### src/zric_pkg.sv
/*
 zone release / induct control constants: register indices, status codes,
 field positions and reset values.
 assumes a host writes 16-bit words by index over the cyclic output image.
*/
package zric_pkg;
   // register word indices on the host port
   localparam logic [11:0] ZRIC_UP_REL_IDX     = 12'h648;
   localparam logic [11:0] ZRIC_DN_REL_IDX     = 12'h649;
   localparam logic [11:0] ZRIC_UP_IND_IDX     = 12'h64A;
   localparam logic [11:0] ZRIC_DN_DIS_IDX     = 12'h64B;
   localparam logic [11:0] ZRIC_FWD_W1_IDX     = 12'h64C;
   localparam logic [11:0] ZRIC_FWD_W2_IDX     = 12'h64D;
   localparam logic [11:0] ZRIC_REV_W1_IDX     = 12'h64E;
   localparam logic [11:0] ZRIC_REV_W2_IDX     = 12'h64F;
   // status word codes
   localparam logic [15:0] ZRIC_IND_RUN        = 16'h0004;
   localparam logic [15:0] ZRIC_IND_TRACK      = 16'h0001;
   localparam logic [15:0] ZRIC_DIS_HOLD       = 16'h0005;
   localparam logic [15:0] ZRIC_DIS_RELEASE    = 16'h0001;
   // accumulation control field
   localparam int          ZRIC_ACC_MODE_BIT   = 0;
   // reset values
   localparam logic [15:0] ZRIC_WORD_RST       = 16'h0000;
   // zone arm state codes
   typedef enum logic [1:0] {
      ZRIC_IDLE     = 2'b00,
      ZRIC_RELEASE  = 2'b01,
      ZRIC_ARMED    = 2'b10
   } zric_zone_e;
endpackage

### src/zric_top.sv
/*
 zone release / induct control register bank and zone command logic.
 assumes the host writes one 16-bit word per strobe, synchronous to mclk,
 addressed by word index; zone sensors are synchronous inputs.
*/
`timescale 1ns/1ps
module zric_top
   import zric_pkg::*;
(
   // clock and reset
   input  wire logic        mclk,
   input  wire logic        reset_n,
   // host word write/read port
   input  wire logic        wr_en,
   input  wire logic        rd_en,
   input  wire logic [11:0] addr,
   input  wire logic [15:0] wdata,
   output logic [15:0]      rdata,
   output logic             rd_valid,
   // accumulation control words (bit zero used here)
   input  wire logic [15:0] up_acc_ctrl,
   input  wire logic [15:0] dn_acc_ctrl,
   // zone configuration and conditions
   input  wire logic        up_external_feed,
   input  wire logic        dn_external_discharge,
   input  wire logic        flow_reverse,
   input  wire logic        up_carton_arrived,
   input  wire logic        dn_carton_arrived,
   // zone commands
   output logic             up_release,
   output logic             dn_release,
   output logic             up_armed,
   output logic             dn_armed,
   output logic             up_run_accept,
   output logic             up_track_load,
   output logic [15:0]      up_track_w1,
   output logic [15:0]      up_track_w2,
   output logic             dn_hold,
   output logic             dn_release_permit
);
   // register storage, one word each
   logic [15:0] up_rel_q;
   logic [15:0] dn_rel_q;
   logic [15:0] up_ind_q;
   logic [15:0] dn_dis_q;
   logic [15:0] fwd_w1_q;
   logic [15:0] fwd_w2_q;
   logic [15:0] rev_w1_q;
   logic [15:0] rev_w2_q;

   // write decode
   wire wr_up_rel = wr_en && (addr == ZRIC_UP_REL_IDX);
   wire wr_dn_rel = wr_en && (addr == ZRIC_DN_REL_IDX);
   wire wr_up_ind = wr_en && (addr == ZRIC_UP_IND_IDX);
   wire wr_dn_dis = wr_en && (addr == ZRIC_DN_DIS_IDX);
   wire wr_fwd_w1 = wr_en && (addr == ZRIC_FWD_W1_IDX);
   wire wr_fwd_w2 = wr_en && (addr == ZRIC_FWD_W2_IDX);
   wire wr_rev_w1 = wr_en && (addr == ZRIC_REV_W1_IDX);
   wire wr_rev_w2 = wr_en && (addr == ZRIC_REV_W2_IDX);

   // read mux; unmapped index reads zero
   logic [15:0] rd_mux;
   always_comb begin
      rd_mux = ZRIC_WORD_RST;
      unique case (addr)
         ZRIC_UP_REL_IDX: rd_mux = up_rel_q;
         ZRIC_DN_REL_IDX: rd_mux = dn_rel_q;
         ZRIC_UP_IND_IDX: rd_mux = up_ind_q;
         ZRIC_DN_DIS_IDX: rd_mux = dn_dis_q;
         ZRIC_FWD_W1_IDX: rd_mux = fwd_w1_q;
         ZRIC_FWD_W2_IDX: rd_mux = fwd_w2_q;
         ZRIC_REV_W1_IDX: rd_mux = rev_w1_q;
         ZRIC_REV_W2_IDX: rd_mux = rev_w2_q;
         default:         rd_mux = ZRIC_WORD_RST;
      endcase
   end

   // mode bits and status decodes
   wire up_mode     = up_acc_ctrl[ZRIC_ACC_MODE_BIT];
   wire dn_mode     = dn_acc_ctrl[ZRIC_ACC_MODE_BIT];
   wire ind_run     = up_external_feed && (up_ind_q == ZRIC_IND_RUN);
   wire ind_track   = up_external_feed && (up_ind_q == ZRIC_IND_TRACK);
   wire dis_hold    = dn_external_discharge && (dn_dis_q == ZRIC_DIS_HOLD);
   wire dis_permit  = dn_external_discharge && (dn_dis_q == ZRIC_DIS_RELEASE);
   // direction picks which induct word pair applies
   wire [15:0] sel_w1 = flow_reverse ? rev_w1_q : fwd_w1_q;
   wire [15:0] sel_w2 = flow_reverse ? rev_w2_q : fwd_w2_q;

   // register writes; the host keeps each release value distinct per release
   always_ff @(posedge mclk or negedge reset_n) begin
      if (!reset_n) begin
         up_rel_q <= ZRIC_WORD_RST;
         dn_rel_q <= ZRIC_WORD_RST;
         up_ind_q <= ZRIC_WORD_RST;
         dn_dis_q <= ZRIC_WORD_RST;
         fwd_w1_q <= ZRIC_WORD_RST;
         fwd_w2_q <= ZRIC_WORD_RST;
         rev_w1_q <= ZRIC_WORD_RST;
         rev_w2_q <= ZRIC_WORD_RST;
      end else begin
         if (wr_up_rel) up_rel_q <= wdata;
         if (wr_dn_rel) dn_rel_q <= wdata;
         if (wr_up_ind) up_ind_q <= wdata;
         if (wr_dn_dis) dn_dis_q <= wdata;
         if (wr_fwd_w1) fwd_w1_q <= wdata;
         if (wr_fwd_w2) fwd_w2_q <= wdata;
         if (wr_rev_w1) rev_w1_q <= wdata;
         if (wr_rev_w2) rev_w2_q <= wdata;
      end
   end

   // read answer one cycle after rd_en
   always_ff @(posedge mclk or negedge reset_n) begin
      if (!reset_n) begin
         rdata    <= ZRIC_WORD_RST;
         rd_valid <= 1'b0;
      end else begin
         rd_valid <= rd_en;
         if (rd_en) rdata <= rd_mux;
      end
   end

   // induct and discharge commands, registered
   always_ff @(posedge mclk or negedge reset_n) begin
      if (!reset_n) begin
         up_run_accept     <= 1'b0;
         up_track_load     <= 1'b0;
         up_track_w1       <= ZRIC_WORD_RST;
         up_track_w2       <= ZRIC_WORD_RST;
         dn_hold           <= 1'b0;
         dn_release_permit <= 1'b0;
      end else begin
         up_run_accept     <= ind_run;
         up_track_load     <= ind_track;
         up_track_w1       <= sel_w1;
         up_track_w2       <= sel_w2;
         dn_hold           <= dis_hold;
         dn_release_permit <= dis_permit;
      end
   end

   // upstream zone release/arm
   zric_zone_release u_up (
      .mclk           (mclk),
      .reset_n        (reset_n),
      .acc_mode       (up_mode),
      .rel_word       (up_rel_q),
      .carton_arrived (up_carton_arrived),
      .release_pulse  (up_release),
      .armed          (up_armed)
   );

   // downstream zone release/arm
   zric_zone_release u_dn (
      .mclk           (mclk),
      .reset_n        (reset_n),
      .acc_mode       (dn_mode),
      .rel_word       (dn_rel_q),
      .carton_arrived (dn_carton_arrived),
      .release_pulse  (dn_release),
      .armed          (dn_armed)
   );

   // status 4 with external feed runs the zone next cycle
   property p_ind_run;
      @(posedge mclk) disable iff (!reset_n)
         up_external_feed && (up_ind_q == ZRIC_IND_RUN) |=> up_run_accept;
   endproperty
   a_ind_run: assert property (p_ind_run) else $error("induct run missing");

   // induct word ignored without external feed
   property p_ind_gate;
      @(posedge mclk) disable iff (!reset_n)
         !up_external_feed |=> !up_run_accept && !up_track_load;
   endproperty
   a_ind_gate: assert property (p_ind_gate) else $error("induct acted without feed");

   // status 1 loads tracking
   property p_ind_track;
      @(posedge mclk) disable iff (!reset_n)
         up_external_feed && (up_ind_q == ZRIC_IND_TRACK) |=> up_track_load;
   endproperty
   a_ind_track: assert property (p_ind_track) else $error("track load missing");

   // discharge gate
   property p_dis_gate;
      @(posedge mclk) disable iff (!reset_n)
         !dn_external_discharge |=> !dn_hold && !dn_release_permit;
   endproperty
   a_dis_gate: assert property (p_dis_gate) else $error("discharge acted without external");

   // status 5 holds
   property p_dis_hold;
      @(posedge mclk) disable iff (!reset_n)
         dn_external_discharge && (dn_dis_q == ZRIC_DIS_HOLD) |=> dn_hold && !dn_release_permit;
   endproperty
   a_dis_hold: assert property (p_dis_hold) else $error("hold missing");

   // status 1 permits release
   property p_dis_permit;
      @(posedge mclk) disable iff (!reset_n)
         dn_external_discharge && (dn_dis_q == ZRIC_DIS_RELEASE) |=> dn_release_permit;
   endproperty
   a_dis_permit: assert property (p_dis_permit) else $error("permit missing");

   // forward words in forward flow
   property p_fwd;
      @(posedge mclk) disable iff (!reset_n)
         !flow_reverse |=> up_track_w1 == $past(fwd_w1_q) && up_track_w2 == $past(fwd_w2_q);
   endproperty
   a_fwd: assert property (p_fwd) else $error("forward tracking wrong");

   // reverse words in reverse flow
   property p_rev;
      @(posedge mclk) disable iff (!reset_n)
         flow_reverse |=> up_track_w1 == $past(rev_w1_q) && up_track_w2 == $past(rev_w2_q);
   endproperty
   a_rev: assert property (p_rev) else $error("reverse tracking wrong");

   // downstream write of a new value releases within two cycles in mode
   property p_dn_rel;
      @(posedge mclk) disable iff (!reset_n)
         wr_dn_rel && (wdata != dn_rel_q) && dn_mode ##1 dn_mode |=> dn_release;
   endproperty
   a_dn_rel: assert property (p_dn_rel) else $error("downstream release missed");
endmodule

### src/zric_zone_release.sv
/*
 per-zone release detector and arm state machine.
 assumes the release word and mode bit are held registers in mclk domain.
*/
`timescale 1ns/1ps
module zric_zone_release
   import zric_pkg::*;
(
   // clock and reset
   input  wire logic        mclk,
   input  wire logic        reset_n,
   // control from the register bank
   input  wire logic        acc_mode,
   input  wire logic [15:0] rel_word,
   input  wire logic        carton_arrived,
   // to zone logic
   output logic             release_pulse,
   output logic             armed
);
   logic [15:0] prev_q;         // last seen release word
   zric_zone_e  st_q;           // arm state
   zric_zone_e  st_d;
   wire         rel_change = (rel_word != prev_q);
   wire         rel_evt    = rel_change & acc_mode;

   // remember previous word every cycle so a change counts once
   always_ff @(posedge mclk or negedge reset_n) begin
      if (!reset_n) prev_q <= ZRIC_WORD_RST;
      else          prev_q <= rel_word;
   end

   // next state: release on change, then arm for the next carton
   always_comb begin
      st_d = st_q;
      unique case (st_q)
         ZRIC_IDLE:    if (rel_evt) st_d = ZRIC_RELEASE;
         ZRIC_RELEASE: st_d = ZRIC_ARMED;
         ZRIC_ARMED: begin
            if (rel_evt)             st_d = ZRIC_RELEASE;
            else if (carton_arrived) st_d = ZRIC_IDLE;
         end
         default:      st_d = ZRIC_IDLE;
      endcase
   end

   // state and registered outputs
   always_ff @(posedge mclk or negedge reset_n) begin
      if (!reset_n) begin
         st_q          <= ZRIC_IDLE;
         release_pulse <= 1'b0;
         armed         <= 1'b0;
      end else begin
         st_q          <= st_d;
         release_pulse <= rel_evt;
         armed         <= (st_d == ZRIC_ARMED) | (st_d == ZRIC_RELEASE);
      end
   end

   // a change under accumulation mode gives one release pulse next cycle
   property p_rel_pulse;
      @(posedge mclk) disable iff (!reset_n)
         (rel_word != prev_q) && acc_mode |=> release_pulse;
   endproperty
   a_rel_pulse: assert property (p_rel_pulse) else $error("release missed");

   // no release when mode bit clear
   property p_no_rel_mode_off;
      @(posedge mclk) disable iff (!reset_n)
         !acc_mode |=> !release_pulse;
   endproperty
   a_no_rel_mode_off: assert property (p_no_rel_mode_off) else $error("release without mode");

   // armed stands with every release pulse; a carton can clear it no sooner than one cycle later
   property p_arm_after;
      @(posedge mclk) disable iff (!reset_n)
         release_pulse |-> armed;
   endproperty
   a_arm_after: assert property (p_arm_after) else $error("not armed after release");

   // steady word gives no release
   property p_steady;
      @(posedge mclk) disable iff (!reset_n)
         $stable(rel_word) ##1 $stable(rel_word) |=> !release_pulse;
   endproperty
   a_steady: assert property (p_steady) else $error("release on steady word");
endmodule

### config.mk
export PLATFORM = sky130hd
export DESIGN_NAME = zric_top
export DESIGN_NICKNAME = d
export VERILOG_FILES = /design/src/zric_pkg.sv /design/src/zric_top.sv /design/src/zric_zone_release.sv
export SDC_FILE = /design/constraint.sdc
export NUM_CORES = 1
export LEC_CHECK = 0
export BUFFER_PORTS_ARGS = -buffer_cell sky130_fd_sc_hd__buf_2
export CORE_MARGIN = 4
export CORE_UTILIZATION = 60
export CTS_CLUSTER_DIAMETER = 100
export DETAILED_ROUTE_END_ITERATION = 10
export PLACE_DENSITY_LB_ADDON = 0.2
export SLEW_MARGIN = 25
export SYNTH_ARGS = -nofsm -noshare
export SYNTH_HDL_FRONTEND = slang
export SYNTH_SLANG_ARGS = --single-unit
### constraint.sdc
create_clock -name mclk -period 3.8 [get_ports mclk]
set_input_delay 0.57 -clock mclk [delete_from_list [all_inputs] [get_ports mclk]]
set_output_delay 0.57 -clock mclk [all_outputs]
set_load 0.01 [all_outputs]
Word level (Yosys, flattened, before mapping):

Index checks and enable logic that the tools add are counted.

* flip-flop bits (word level): 221
* bits of input ports: 69
* output and inout bits: 57
* logic and storage cells: 75

* equality and inequality tests: 22
* muxes and demuxes: 11
* bitwise gates (word level): 4
* reduce and logical (&&, ||, !) cells: 14

Operators by type and width (number)
* 16-bit case mux with 8 select lines: 1
* 12-bit by 11-bit == test with 1-bit output, second input constant: 8
* 16-bit by 1-bit == test with 1-bit output, second input constant: 2
* 16-bit by 3-bit == test with 1-bit output, second input constant: 2
* 16-bit two-way mux: 2
* 16-bit inequality test: 2
* 1-bit logical AND: 12
* 2-bit two-way mux: 6
* 2-bit case mux with 3 select lines: 2
* 2-bit by 1-bit == test with 1-bit output, second input constant: 4
* 2-bit == test, second input constant: 4
* 2-bit logical NOT: 2
* 1-bit bitwise AND: 2
* 1-bit OR: 2

Longest topological paths before layout:

Gate-level depths: netlist of run 1.

* word-level depth: 6
* depth in mapped cells: 7
* mapped depth without buffers: 4

Modules after synthesis:

A second synthesis of run 1 with hierarchy kept.

* cells, all modules: 565
* area total of the unflattened synthesis: 9310.2 sq um

By module, submodules not included
* zric_top: instances 1, cells each 469, area each 7873.8 sq um, sequential area each 4529.3 sq um
* zric_zone_release: instances 2, cells each 48, area each 718.2 sq um, sequential area each 500.5 sq um

Worst setup path after synthesis of run 1:

No wires, ideal clock.

* path kind: input-to-reg
* from: in addr[11]
* to: reg dn_rel_q[10]
* setup time: 0.125 ns
* arrival: 1.965 ns
* required time: 3.675 ns
* path slack: 1.710 ns
* cell stages on the path: 6
* buffers on the path: 2
* cells stage by stage: and4bb_2 -> nand4_2 -> or3_1 -> buf_4 -> buf_6 -> mux2_4

* word-level cells in the longest chain between the ends: 2

Ends and longest elaborated chain
* start, declared: line zric_top.sv:16 `input wire logic [11:0] addr,`
* 12-bit by 11-bit == test with 1-bit output: line zric_top.sv:53 `wire wr_dn_rel = wr_en && (addr == ZRIC_DN_REL_IDX);`
* 1-bit logical AND: line zric_top.sv:53
* end signal, assigned: line zric_top.sv:102 `if (wr_dn_rel) dn_rel_q <= wdata;`
* end, declared: line zric_top.sv:43 `logic [15:0] dn_rel_q;`

No other way between the ends.
A chain may end at the register's enable or synchronous reset.

Worst setup path after layout of run 1:

* from: in addr[0]
* to: reg rdata[5]

* word-level cells in the longest chain between the ends: 2
* elaborated cells on any way between the ends: 9
* those cells by class: 8 x eq/ne; 1 x mux

Ends and longest elaborated chain
* 12-bit by 11-bit == test with 1-bit output: line zric_top.sv:65 `unique case (addr)`
* 16-bit case mux with 8 select lines (*): line zric_top.sv:65
* end signal, assigned: line zric_top.sv:119 `if (rd_en) rdata <= rd_mux;`
* end, declared: line zric_top.sv:18 `output logic [15:0] rdata,`

Every way passes the cells marked *; elsewhere a longest branch is shown, timed or not.

==> impl_metrics.env, run 1 <==
export IMPL_wl_per_cell_um=22.59
export IMPL_seq_area_frac_synth_pct=59.42
export IMPL_synthMuxAreaShare_pct=27.05
export IMPL_synth_avg_cell_area_sq_um=14.32
export IMPL_initial_core_util_pct=61.23
export IMPL_wirelength_mm=21.39
export IMPL_crit_slowest_cell="buf_4"
export IMPL_synth_most_common_cell="dfrtp_1"
export IMPL_cp_data_arrival_time_ps=2490
export IMPL_ys_flop_type="dfrtp_1"
export IMPL_async_reset_ff_share_pct=100.0
export IMPL_ys_top_cells_by_count="dfrtp_1 (221), mux2_2 (140), mux2i_1 (64)"
export IMPL_crit_chain="buf_4 > buf_4 > mux2i_1 > o22ai_1 > nor2_1 > o22ai_1"
export IMPL_synth_seq_cells=221
export IMPL_maxCapViolations=0
export IMPL_vias=5782
export IMPL_gr_total_overflow=0
export IMPL_drv_slew=0
export IMPL_grt_pass1_vias=6223
export IMPL_netlist_instances=650
export IMPL_first_iter_violations=431
export IMPL_finalHoldViolations=0
export IMPL_grt_use_total_pct=24.86
export IMPL_yosys_area_share_simple_pct=4.288
export IMPL_clkSinkCount=221
export IMPL_io_pins=126
export IMPL_synth_area_leaders="dfrtp_1 (59%), mux2_2 (17%), mux2i_1 (6.9%)"
export IMPL_peakVddDrop_mv=0.2962
export IMPL_fin_nets=814
export IMPL_area_growth_syn_to_layout_pct=14.67
export IMPL_setup_tns_final_ps=0
export IMPL_die_w_um=132.6
export IMPL_synth_edf_count=0
export IMPL_synth_top_family_by_area="multiplexers"
export IMPL_crit_family="buffers and inverters"
export IMPL_min_period_over_period_pct=56.85
export IMPL_antennaDiodeCount=0
export IMPL_worstPathBufferInverterCount=2
export IMPL_grt_setup_unrepaired="false"
export IMPL_netlist_area_leader_share_pct=59.42
export IMPL_power_leakage_nw=5.469
export IMPL_synth_xor_area_share_pct=3.011
export IMPL_worstSetupPathType="primary input to flop"
export IMPL_portBuffers=95
export IMPL_synthesis_area_sq_mm=0.009308
export IMPL_clock_latency_ps=500
export IMPL_drc_errors=0
export IMPL_dieArea_sq_mm=0.01757
export IMPL_status="finished, final reports clean"
export IMPL_vias_per_cell=6.106
export IMPL_cts_buffer_depth=3
export IMPL_core_area_sq_mm=0.01520
export IMPL_grt_max_degree=105
export IMPL_worstMarginPinSlew_ps=1022
export IMPL_fin_crit_ps=2160
export IMPL_dieHeight_um=132.6
export IMPL_yosysWarnings=0
export IMPL_slew_headroom_pct=31.85
export IMPL_gp_congestion=0.8630
export IMPL_firstDrtPassIters=4
export IMPL_root_buffer="clkbuf_16"
export IMPL_synth_compound_area_share_pct=3.818
export IMPL_h_tree_depth=1
export IMPL_worstHoldPathType="primary input to async pin"
export IMPL_fmax_ghz=0.4629
export IMPL_powerDensity_mw_per_mm2=442.6
export IMPL_postCtsSetupBuffers=0
export IMPL_hpwl_mm=14.07
export IMPL_layout_drive_gt1_share_pct=40.32
export IMPL_setup_viol=0
export IMPL_clk_pin_slew_worst_paths_ps=60
export IMPL_yosysTopAreaCell="dfrtp_1"
export IMPL_postRouteAntennaNets=0
export IMPL_required_ps=4130
export IMPL_design_power_total_w=0.004724
export IMPL_cts_hold_buffers=0
export IMPL_cts_resized=0
export IMPL_cts_tree="done"
export IMPL_cp_end_kind="flop"
export IMPL_yosys_area_share_adder_pct=0
export IMPL_antenna_found_initial=0
export IMPL_grt_pass1_wl_mm=34.64
export IMPL_synth_nets=719
export IMPL_slowest_delay_ps=800
export IMPL_finClkSkew_ps=7.811
export IMPL_crit_fanout=57
export IMPL_cts_made_buffers=22
export IMPL_ys_types=34
export IMPL_worstSetupStartpointType="primary input"
export IMPL_rows=45
[registers in the layout, summed over array words and instances (netlist names), 2 cells and up]
signal and flops:
rev_w1_q 16, up_track_w1 16, rdata 16, dn_rel_q 16
u_dn.prev_q 16, up_track_w2 16, rev_w2_q 16, u_up.st_q 2
u_dn.st_q 2, fwd_w2_q 16, u_up.prev_q 16, up_ind_q 16
dn_dis_q 16, up_rel_q 16, fwd_w1_q 16
[worst paths after layout]
path / start / to / slack, ps / cells after the start
max in group asynchronous: reset_n / fwd_w2_q[13]$_DFFE_PN0P_ / 2790 / 2
min in group mclk: dn_acc_ctrl[0] / u_dn.release_pulse$_DFF_PN0_ / 380 / 3
max reg2reg: dn_rel_q[2]$_DFFE_PN0P_ / u_dn.st_q[1]$_DFF_PN0_ / 1890 / 4
max: addr[0] / rdata[5]$_DFFE_PN0P_ / 1640 / 6
min reg2reg: up_rel_q[0]$_DFFE_PN0P_ / u_up.prev_q[0]$_DFF_PN0_ / 440 / 0
min: reset_n / u_up.st_q[0]$_DFF_PN0_ / 150 / 1
[per-stage QoR]
stage               hold slack (ps)  utilization, %  instance area (sq um)  setup WS [ps]  std cells
finish                        149.4           70.21                  10670           1640        947
detailed placement            432.3           65.47                   9953           1205        909
global route                  230.7           70.21                  10670           1533        947
CTS                           215.3           70.21                  10670           1689        947
floorplan                     274.4               -                   9308           1710        650
global placement              417.5           65.47                   9953           1234        909
[power by group]
| group | switching (W) | internal (W) | leakage (nW) |
|---|---|---|---|
| Clock | 0.000844 | 0.00129 | 0.353 |
| Sequential | 0.0000114 | 0.00237 | 3.08 |
| Combinational | 0.000139 | 0.0000677 | 2.03 |
[cell type report]
class / instances / area [sq um]
clock buffers: 36 / 684.4
clock inverters: 2 / 35.03
fillers: 1038 / 4529
inverters: 19 / 71.32
multi-input cells: 379 / 3552
flip-flops and latches: 221 / 5530
well taps: 188 / 235.2
repair buffers: 102 / 564.3
[metal layers]
| layer | track usage (%) | wire length, um | vias up |
|---|---|---|---|
| li1 | - | - | 2534 |
| met5 | 0 | 0 | - |
| met4 | 8.661 | 681 | 0 |
| met3 | 4.259 | 1214 | 52 |
| met1 | 34.38 | 9180 | 3016 |
| met2 | 40.30 | 10310 | 180 |
[placed cells by master (no fill, tap or decap), types with 7 or more instances in the layout]
cell	count
nand4_1	11
clkbuf_16	23
buf_2	93
mux2_2	140
nor2_1	22
xnor2_1	32
inv_1	19
clkbuf_1	7
clkbuf_8	7
mux2i_1	64
dfrtp_1	221
mux2_4	20
o22ai_1	48
[kinds of logic after synthesis]
| logic type | count (synthesis) |
|---|---|
| compound gates | 56 |
| buf+inv | 50 |
| xor+xnor | 32 |
| mux | 224 |
| simple gates | 67 |
| flops | 221 |
(Power assumes the default switching activity.)
==> run 2, diff against run 1 <==
- ABC_AREA: not set -> 1
- CORE_UTILIZATION: 60 -> 53
- clock period: 3.8 -> 1.96 ns (I/O delays scaled with it)
==> run 2 against run 1 <==
Against the previous run:
- core utilization is 6.8 points lower
- sequential cell count unchanged
- die area up 22%
- via count grew 44%
- clock power up 120%
- total power grew 110%
- setup slack worse by 1200 ps
- sequential power grew 97%
- critical path depth up 3
- combinational power increased to 2.8 times the previous value
- critical endpoint is now u_dn.armed$_DFF_PN0_
- wire length is 23% higher
==> impl_metrics.env, run 2 <==
export IMPL_hpwl_mm=17.82
export IMPL_synth_seq_cells=221
export IMPL_slew_headroom_pct=52.37
export IMPL_grt_max_degree=68
export IMPL_power_share_switching_pct=22.84
export IMPL_die_w_um=146.7
export IMPL_first_iter_violations=718
export IMPL_vias=8330
export IMPL_postRouteAntennaNets=0
export IMPL_core_area_sq_mm=0.01883
export IMPL_fin_cells=1626
export IMPL_min_period_over_period_pct=77.56
export IMPL_dieArea_sq_mm=0.02152
export IMPL_p_int_w=0.007663
export IMPL_grt_pass1_vias=8034
export IMPL_gp_congestion=0.8173
export IMPL_firstDrtPassIters=5
export IMPL_grtUsageMet2_pct=39.00
export IMPL_p_switching_w=0.002269
export IMPL_power_leakage_nw=6.456
export IMPL_cp_data_arrival_time_ps=1910
export IMPL_maxCapViolations=0
export IMPL_synthesis_area_sq_mm=0.01020
export IMPL_portBuffers=95
export IMPL_fill_cells=1608
export IMPL_netlist_area_leader_share_pct=54.24
export IMPL_netlist_instances=1266
export IMPL_synth_edf_count=0
export IMPL_setup_tns_final_ps=0
export IMPL_cts_resized=0
export IMPL_fin_util_pct=63.40
export IMPL_synth_nets=1335
export IMPL_antenna_found_initial=1
export IMPL_rows=50
export IMPL_antennaDiodeCount=0
export IMPL_ys_flop_type="dfrtp_1"
export IMPL_synth_xor_area_share_pct=0
export IMPL_peakVddDrop_mv=0.5816
export IMPL_postCtsSetupBuffers=0
export IMPL_layout_drive_gt1_share_pct=13.54
export IMPL_dpl_cell_count=1581
export IMPL_fmax_ghz=0.6579
export IMPL_yosysWarnings=0
export IMPL_clkPwrFrac_pct=47.0
export IMPL_wl_per_cell_um=16.21
export IMPL_finalHoldViolations=0
export IMPL_root_buffer="clkbuf_16"
export IMPL_cts_tree="done"
export IMPL_synthMuxAreaShare_pct=0
export IMPL_synth_compound_area_share_pct=7.854
export IMPL_grt_pass1_wl_mm=43.14
export IMPL_grtUsageMet3_pct=3.146
export IMPL_synth_avg_cell_area_sq_um=8.054
export IMPL_yosys_area_share_simple_pct=27.48
export IMPL_p_comb_share_pct=5.8
export IMPL_grtUsageMet1_pct=37.14
export IMPL_fin_crit_ps=1520
export IMPL_wirelength_mm=26.36
export IMPL_crit_fanout=4
export IMPL_fin_nets=1417
export IMPL_cp_end_kind="flop"
export IMPL_finClkSkew_ps=9.536
export IMPL_synth_area_leaders="dfrtp_1 (54%), nand2_1 (15%), o21ai_0 (7.2%)"
export IMPL_synth_top_family_by_area="simple AND/OR/NAND/NOR gates"
export IMPL_cts_buffer_depth=3
export IMPL_ys_top_cells_by_count="nand2_1 (411), dfrtp_1 (221), inv_1 (176)"
export IMPL_setup_viol=0
export IMPL_top_usage_layer="met2"
export IMPL_gr_total_overflow=0
export IMPL_required_ps=2350
export IMPL_p_seq_share_pct=47.2
export IMPL_cts_hold_buffers=1
export IMPL_seq_area_frac_synth_pct=54.24
export IMPL_area_growth_syn_to_layout_pct=17.08
export IMPL_cts_made_buffers=24
export IMPL_io_pins=126
export IMPL_drv_slew=0
export IMPL_grt_setup_unrepaired="false"
export IMPL_powerDensity_mw_per_mm2=832.0
export IMPL_final_common_cell="nand2_1"
export IMPL_yosysTopAreaCell="dfrtp_1"
export IMPL_ys_types=21
export IMPL_yosys_area_share_adder_pct=0
export IMPL_design_power_total_w=0.009932
export IMPL_worstSetupStartpointType="flop"
export IMPL_worstHoldPathType="primary input to flop"
export IMPL_grt_use_total_pct=24.94
export IMPL_dieHeight_um=146.7
export IMPL_clock_latency_ps=510
export IMPL_worstSetupPathType="flop to flop"
export IMPL_status="finished, final reports clean"
export IMPL_clk_pin_slew_worst_paths_ps=60
export IMPL_drc_errors=0
export IMPL_worstMarginPinSlew_ps=713.6
export IMPL_async_reset_ff_share_pct=100.0
export IMPL_synth_most_common_cell="nand2_1"
export IMPL_vias_per_cell=5.123
export IMPL_final_cell_mix="nand2_1 (411), dfrtp_1 (221), inv_1 (176), o21ai_0 (147), nand3_1 (134)"
export IMPL_h_tree_depth=1
export IMPL_clkSinkCount=221
export IMPL_initial_core_util_pct=54.15
## run 2: critical path, stage by stage (launching register included)
cell,delay (ps)
dfrtp_1,400
inv_1,70
nand2_1,60
nand2_1,50
nor2_1,180
nand2_1,110
nor2_1,220
nand2_1,130
nand3_1,110
nand3_1,90
## run 2: power by group through the flow
stage	combinational, W	sequential [W]	clock, W
detailed placement	0.000577	0.00477	0
global route	0.000634	0.00470	0.00494
CTS	0.000582	0.00469	0.00473
global placement	0.000569	0.00477	0
floorplan	0.000225	0.00480	0
finish	0.000572	0.00469	0.00467
## run 2: per-layer routing
| metal | vias up | routed length [um] |
|---|---|---|
| li1 | 4096 | - |
| met1 | 3940 | 12010 |
| met2 | 248 | 11920 |
| met3 | 44 | 1687 |
| met4 | 2 | 724 |
| met5 | - | 13 |
## run 2: kinds of logic (layout without fill, tap and decap cells)
family	count (synthesis)	in the layout
flip-flops	221	221
AND/OR/NAND/NOR	637	637
AO/OA/AOI/OAI	160	160
buffers and inverters	248	348
## run 2: area by class of cell
cell class / instances / area [sq um] / area share [%]
clock buffer: 33 / 685.7 / 5.744
inverter: 177 / 664.4 / 5.565
multi-input combinational: 797 / 3607 / 30.22
sequential: 221 / 5530 / 46.33
tap: 260 / 325.3 / 2.725
timing repair buffer: 127 / 991.0 / 8.301
clock inverter: 11 / 133.9 / 1.121
## run 2: stage by stage
step	hold slack [ps]	area [sq um]	worst slack, ps
global placement	293.0	11110	129.8
CTS	5.813	11940	462.8
detailed placement	295.0	11110	45.69
floorplan	-1.591	10200	587.7
finish	17.15	11940	439.9
global route	23.66	11940	299.8
## run 2: worst paths after layout
| check | start | endpoint | slack (ps) | cells after the start |
|---|---|---|---|---|
| worst max-delay path | dn_rel_q[15]$_DFFE_PN0P_ | u_dn.armed$_DFF_PN0_ | 440 | 9 |
| worst min-delay path | up_acc_ctrl[0] | u_up.release_pulse$_DFF_PN0_ | 20 | 3 |
| worst max register to register | dn_rel_q[15]$_DFFE_PN0P_ | u_dn.armed$_DFF_PN0_ | 440 | 9 |
| worst min register to register | dn_rel_q[13]$_DFFE_PN0P_ | u_dn.prev_q[13]$_DFF_PN0_ | 420 | 0 |
| max in group asynchronous | reset_n | dn_dis_q[2]$_DFFE_PN0P_ | 980 | 3 |
| min in group asynchronous | reset_n | up_track_w2[15]$_DFF_PN0_ | 330 | 2 |
==> run 3, diff against run 2 <==
- ABC_AREA: 1 -> 0
- CORE_UTILIZATION: 53 -> 57
- clock period: 1.96 -> 1.5 ns (I/O delays scaled with it)
==> run 3 against run 2 <==
Against the previous run:
- clock power rose by 20%
- count of clock-buffer cells in the layout fell by 2
- the flow now finishes with violations (setup timing)
- critical path depth fell by 4
- via count fell by 29%
- critical path type unchanged
- global-route usage grew 0.095 points
- largest cell class unchanged
- final area decreased by 4.5%
- non-clock buffer count grew 27
- total power up 24%
- fmax grew 0.48%
- combinational power grew 8.2%
==> impl_metrics.env, run 3 (synthesis results as in run 1) <==
export IMPL_status="finished with violations"
export IMPL_violations="setup timing"
export IMPL_maxCapViolations=0
export IMPL_fin_util_pct=71.52
export IMPL_r2r_start="u_dn.prev_q[0]$_DFF_PN0_"
export IMPL_cts_tree="done"
export IMPL_core_area_sq_mm=0.01594
export IMPL_r2r_setup_slack_ps=-10
export IMPL_place_ws_ps=-309.3
export IMPL_peakVddDrop_mv=0.9566
export IMPL_gp_congestion=0.7972
export IMPL_vias_per_cell=5.731
export IMPL_slew_headroom_pct=75.04
export IMPL_reg2regPathDepth=5
export IMPL_drv_slew=0
export IMPL_r2r_end="u_dn.st_q[1]$_DFF_PN0_"
export IMPL_clk_pin_slew_worst_paths_ps=60
export IMPL_fin_crit_ps=1513
export IMPL_initial_core_util_pct=58.38
export IMPL_hpwl_mm=15.14
export IMPL_io_pins=126
export IMPL_worstMarginPinSlew_ps=369.3
export IMPL_cts_buffer_depth=3
export IMPL_fmax_ghz=0.6610
export IMPL_worstSetupStartpointType="flop"
export IMPL_startpoint="u_dn.prev_q[0]$_DFF_PN0_"
export IMPL_crit_end="u_dn.st_q[1]$_DFF_PN0_"
export IMPL_gr_total_overflow=0
export IMPL_wirelength_mm=22.18
export IMPL_worstHoldPathType="primary input to flop"
export IMPL_grt_max_degree=56
export IMPL_fin_nets=867
export IMPL_dieArea_sq_mm=0.01844
export IMPL_required_ps=1940
export IMPL_postRouteAntennaNets=0
export IMPL_vias=5891
export IMPL_clkSinkCount=221
export IMPL_layout_drive_gt1_share_pct=45.94
export IMPL_antennaDiodeCount=0
export IMPL_finalHoldViolations=0
export IMPL_area_growth_syn_to_layout_pct=22.50
export IMPL_rows=46
export IMPL_crit_fanout=4
export IMPL_hold_path_cell_count=4
export IMPL_grt_use_total_pct=25.04
export IMPL_final_common_cell="dfrtp_1"
export IMPL_wl_per_cell_um=21.58
export IMPL_drc_errors=0
export IMPL_first_iter_violations=443
export IMPL_power_leakage_nw=5.828
export IMPL_clock_latency_ps=510
export IMPL_grt_pass1_wl_mm=35.42
export IMPL_dieHeight_um=135.8
export IMPL_cp_data_arrival_time_ps=1950
export IMPL_min_period_over_period_pct=100.9
export IMPL_setup_tns_final_ps=-21.82
export IMPL_powerDensity_mw_per_mm2=1076
export IMPL_cts_made_buffers=23
export IMPL_antenna_found_initial=0
export IMPL_design_power_total_w=0.01227
export IMPL_grt_setup_unrepaired="true"
export IMPL_firstDrtPassIters=4
export IMPL_finClkSkew_ps=21.02
export IMPL_die_w_um=135.8
export IMPL_cp_end_kind="flop"
export IMPL_fin_ws_ps=-12.91
export IMPL_fill_cells=1066
export IMPL_grt_pass1_vias=6326
export IMPL_root_buffer="clkbuf_16"
export IMPL_setup_viol=3
export IMPL_h_tree_depth=1
export IMPL_portBuffers=95
export IMPL_worstSetupPathType="flop to flop"
export IMPL_final_cell_mix="dfrtp_1 (219), mux2_2 (140), buf_2 (93), mux2i_1 (64), o22ai_1 (48)"
-- run 3: cell types whose count changed in the layout (fill, tap and decap cells not counted), sizes merged, moves of 6 or more --
cell	before	now
inv	178	20
mux2	0	160
nor4	10	4
nand2	413	1
o22ai	0	48
buf	126	152
mux2i	0	64
xnor2	0	32
nand3	134	1
nand4	5	13
nor2	69	28
o21ai	160	2
-- run 3: final cells by class --
type / count / area, sq um / area share, %
flip-flops and latches: 221 / 5533 / 48.52
clock inverters: 8 / 101.3 / 0.8888
clock buffers: 31 / 645.6 / 5.662
inverters: 19 / 71.32 / 0.6255
repair buffers: 154 / 1136 / 9.964
well taps: 216 / 270.3 / 2.370
multi-input cells: 379 / 3645 / 31.97
-- run 3: worst min path at each step --
| stage | start | endpoint | slack (ps) |
|---|---|---|---|
| after global routing | dn_acc_ctrl[0] | u_dn.st_q[0]$_DFF_PN0_ | 60 |
| after floorplan | reset_n | dn_dis_q[0]$_DFFE_PN0P_ | -70 |
| after detailed placement | reset_n | up_track_w2[15]$_DFF_PN0_ | 160 |
| after global placement | reset_n | u_up.armed$_DFF_PN0_ | 160 |
| final | dn_acc_ctrl[0] | u_dn.st_q[0]$_DFF_PN0_ | 60 |
| after CTS | dn_acc_ctrl[0] | u_dn.release_pulse$_DFF_PN0_ | 50 |
-- run 3: repair_timing --
item	4_1_cts	5_1_grt
buffers inserted	3	6
cloned	0	0
endpoints found under the setup margin	7	9
endpoints found under the hold margin	141	0
hold buffers	2	0
pin swaps	6	6
gates resized for setup	9	8
-- run 3: critical path, stage by stage (launching register included) --
cell     delay, ps
dfrtp_1        390
xnor2_2        190
nand4_1        200
o41ai_2        350
buf_4          180
a31o_4         130
-- run 3: power by group --
part / switching [W] / internal, W / leakage (nW)
registers: 0.0000290 / 0.00601 / 3.08
logic: 0.000381 / 0.000238 / 2.39
clock network: 0.00226 / 0.00335 / 0.358
-- run 3: stage by stage --
stage | hold slack [ps] | instances | instance area (sq um)
6_report | 56.39 | 1028 | 11400
5_1_grt | 55.74 | 1028 | 11400
4_1_cts | 45.70 | 1022 | 11330
3_5_place_dp | 157.5 | 978 | 10470
3_3_place_gp | 157.2 | 978 | 10470
2_1_floorplan | -70.59 | 650 | 9329
-- run 3: layer usage --
metal / track usage (%) / share of wire [%] / up-vias
li1: - / - / 2640
met1: 35.32 / 43 / 3070
met2: 41.90 / 50 / 144
met3: 3.566 / 4.9 / 37
met4: 5.431 / 2.1 / 0
met5: 0 / 0 / -
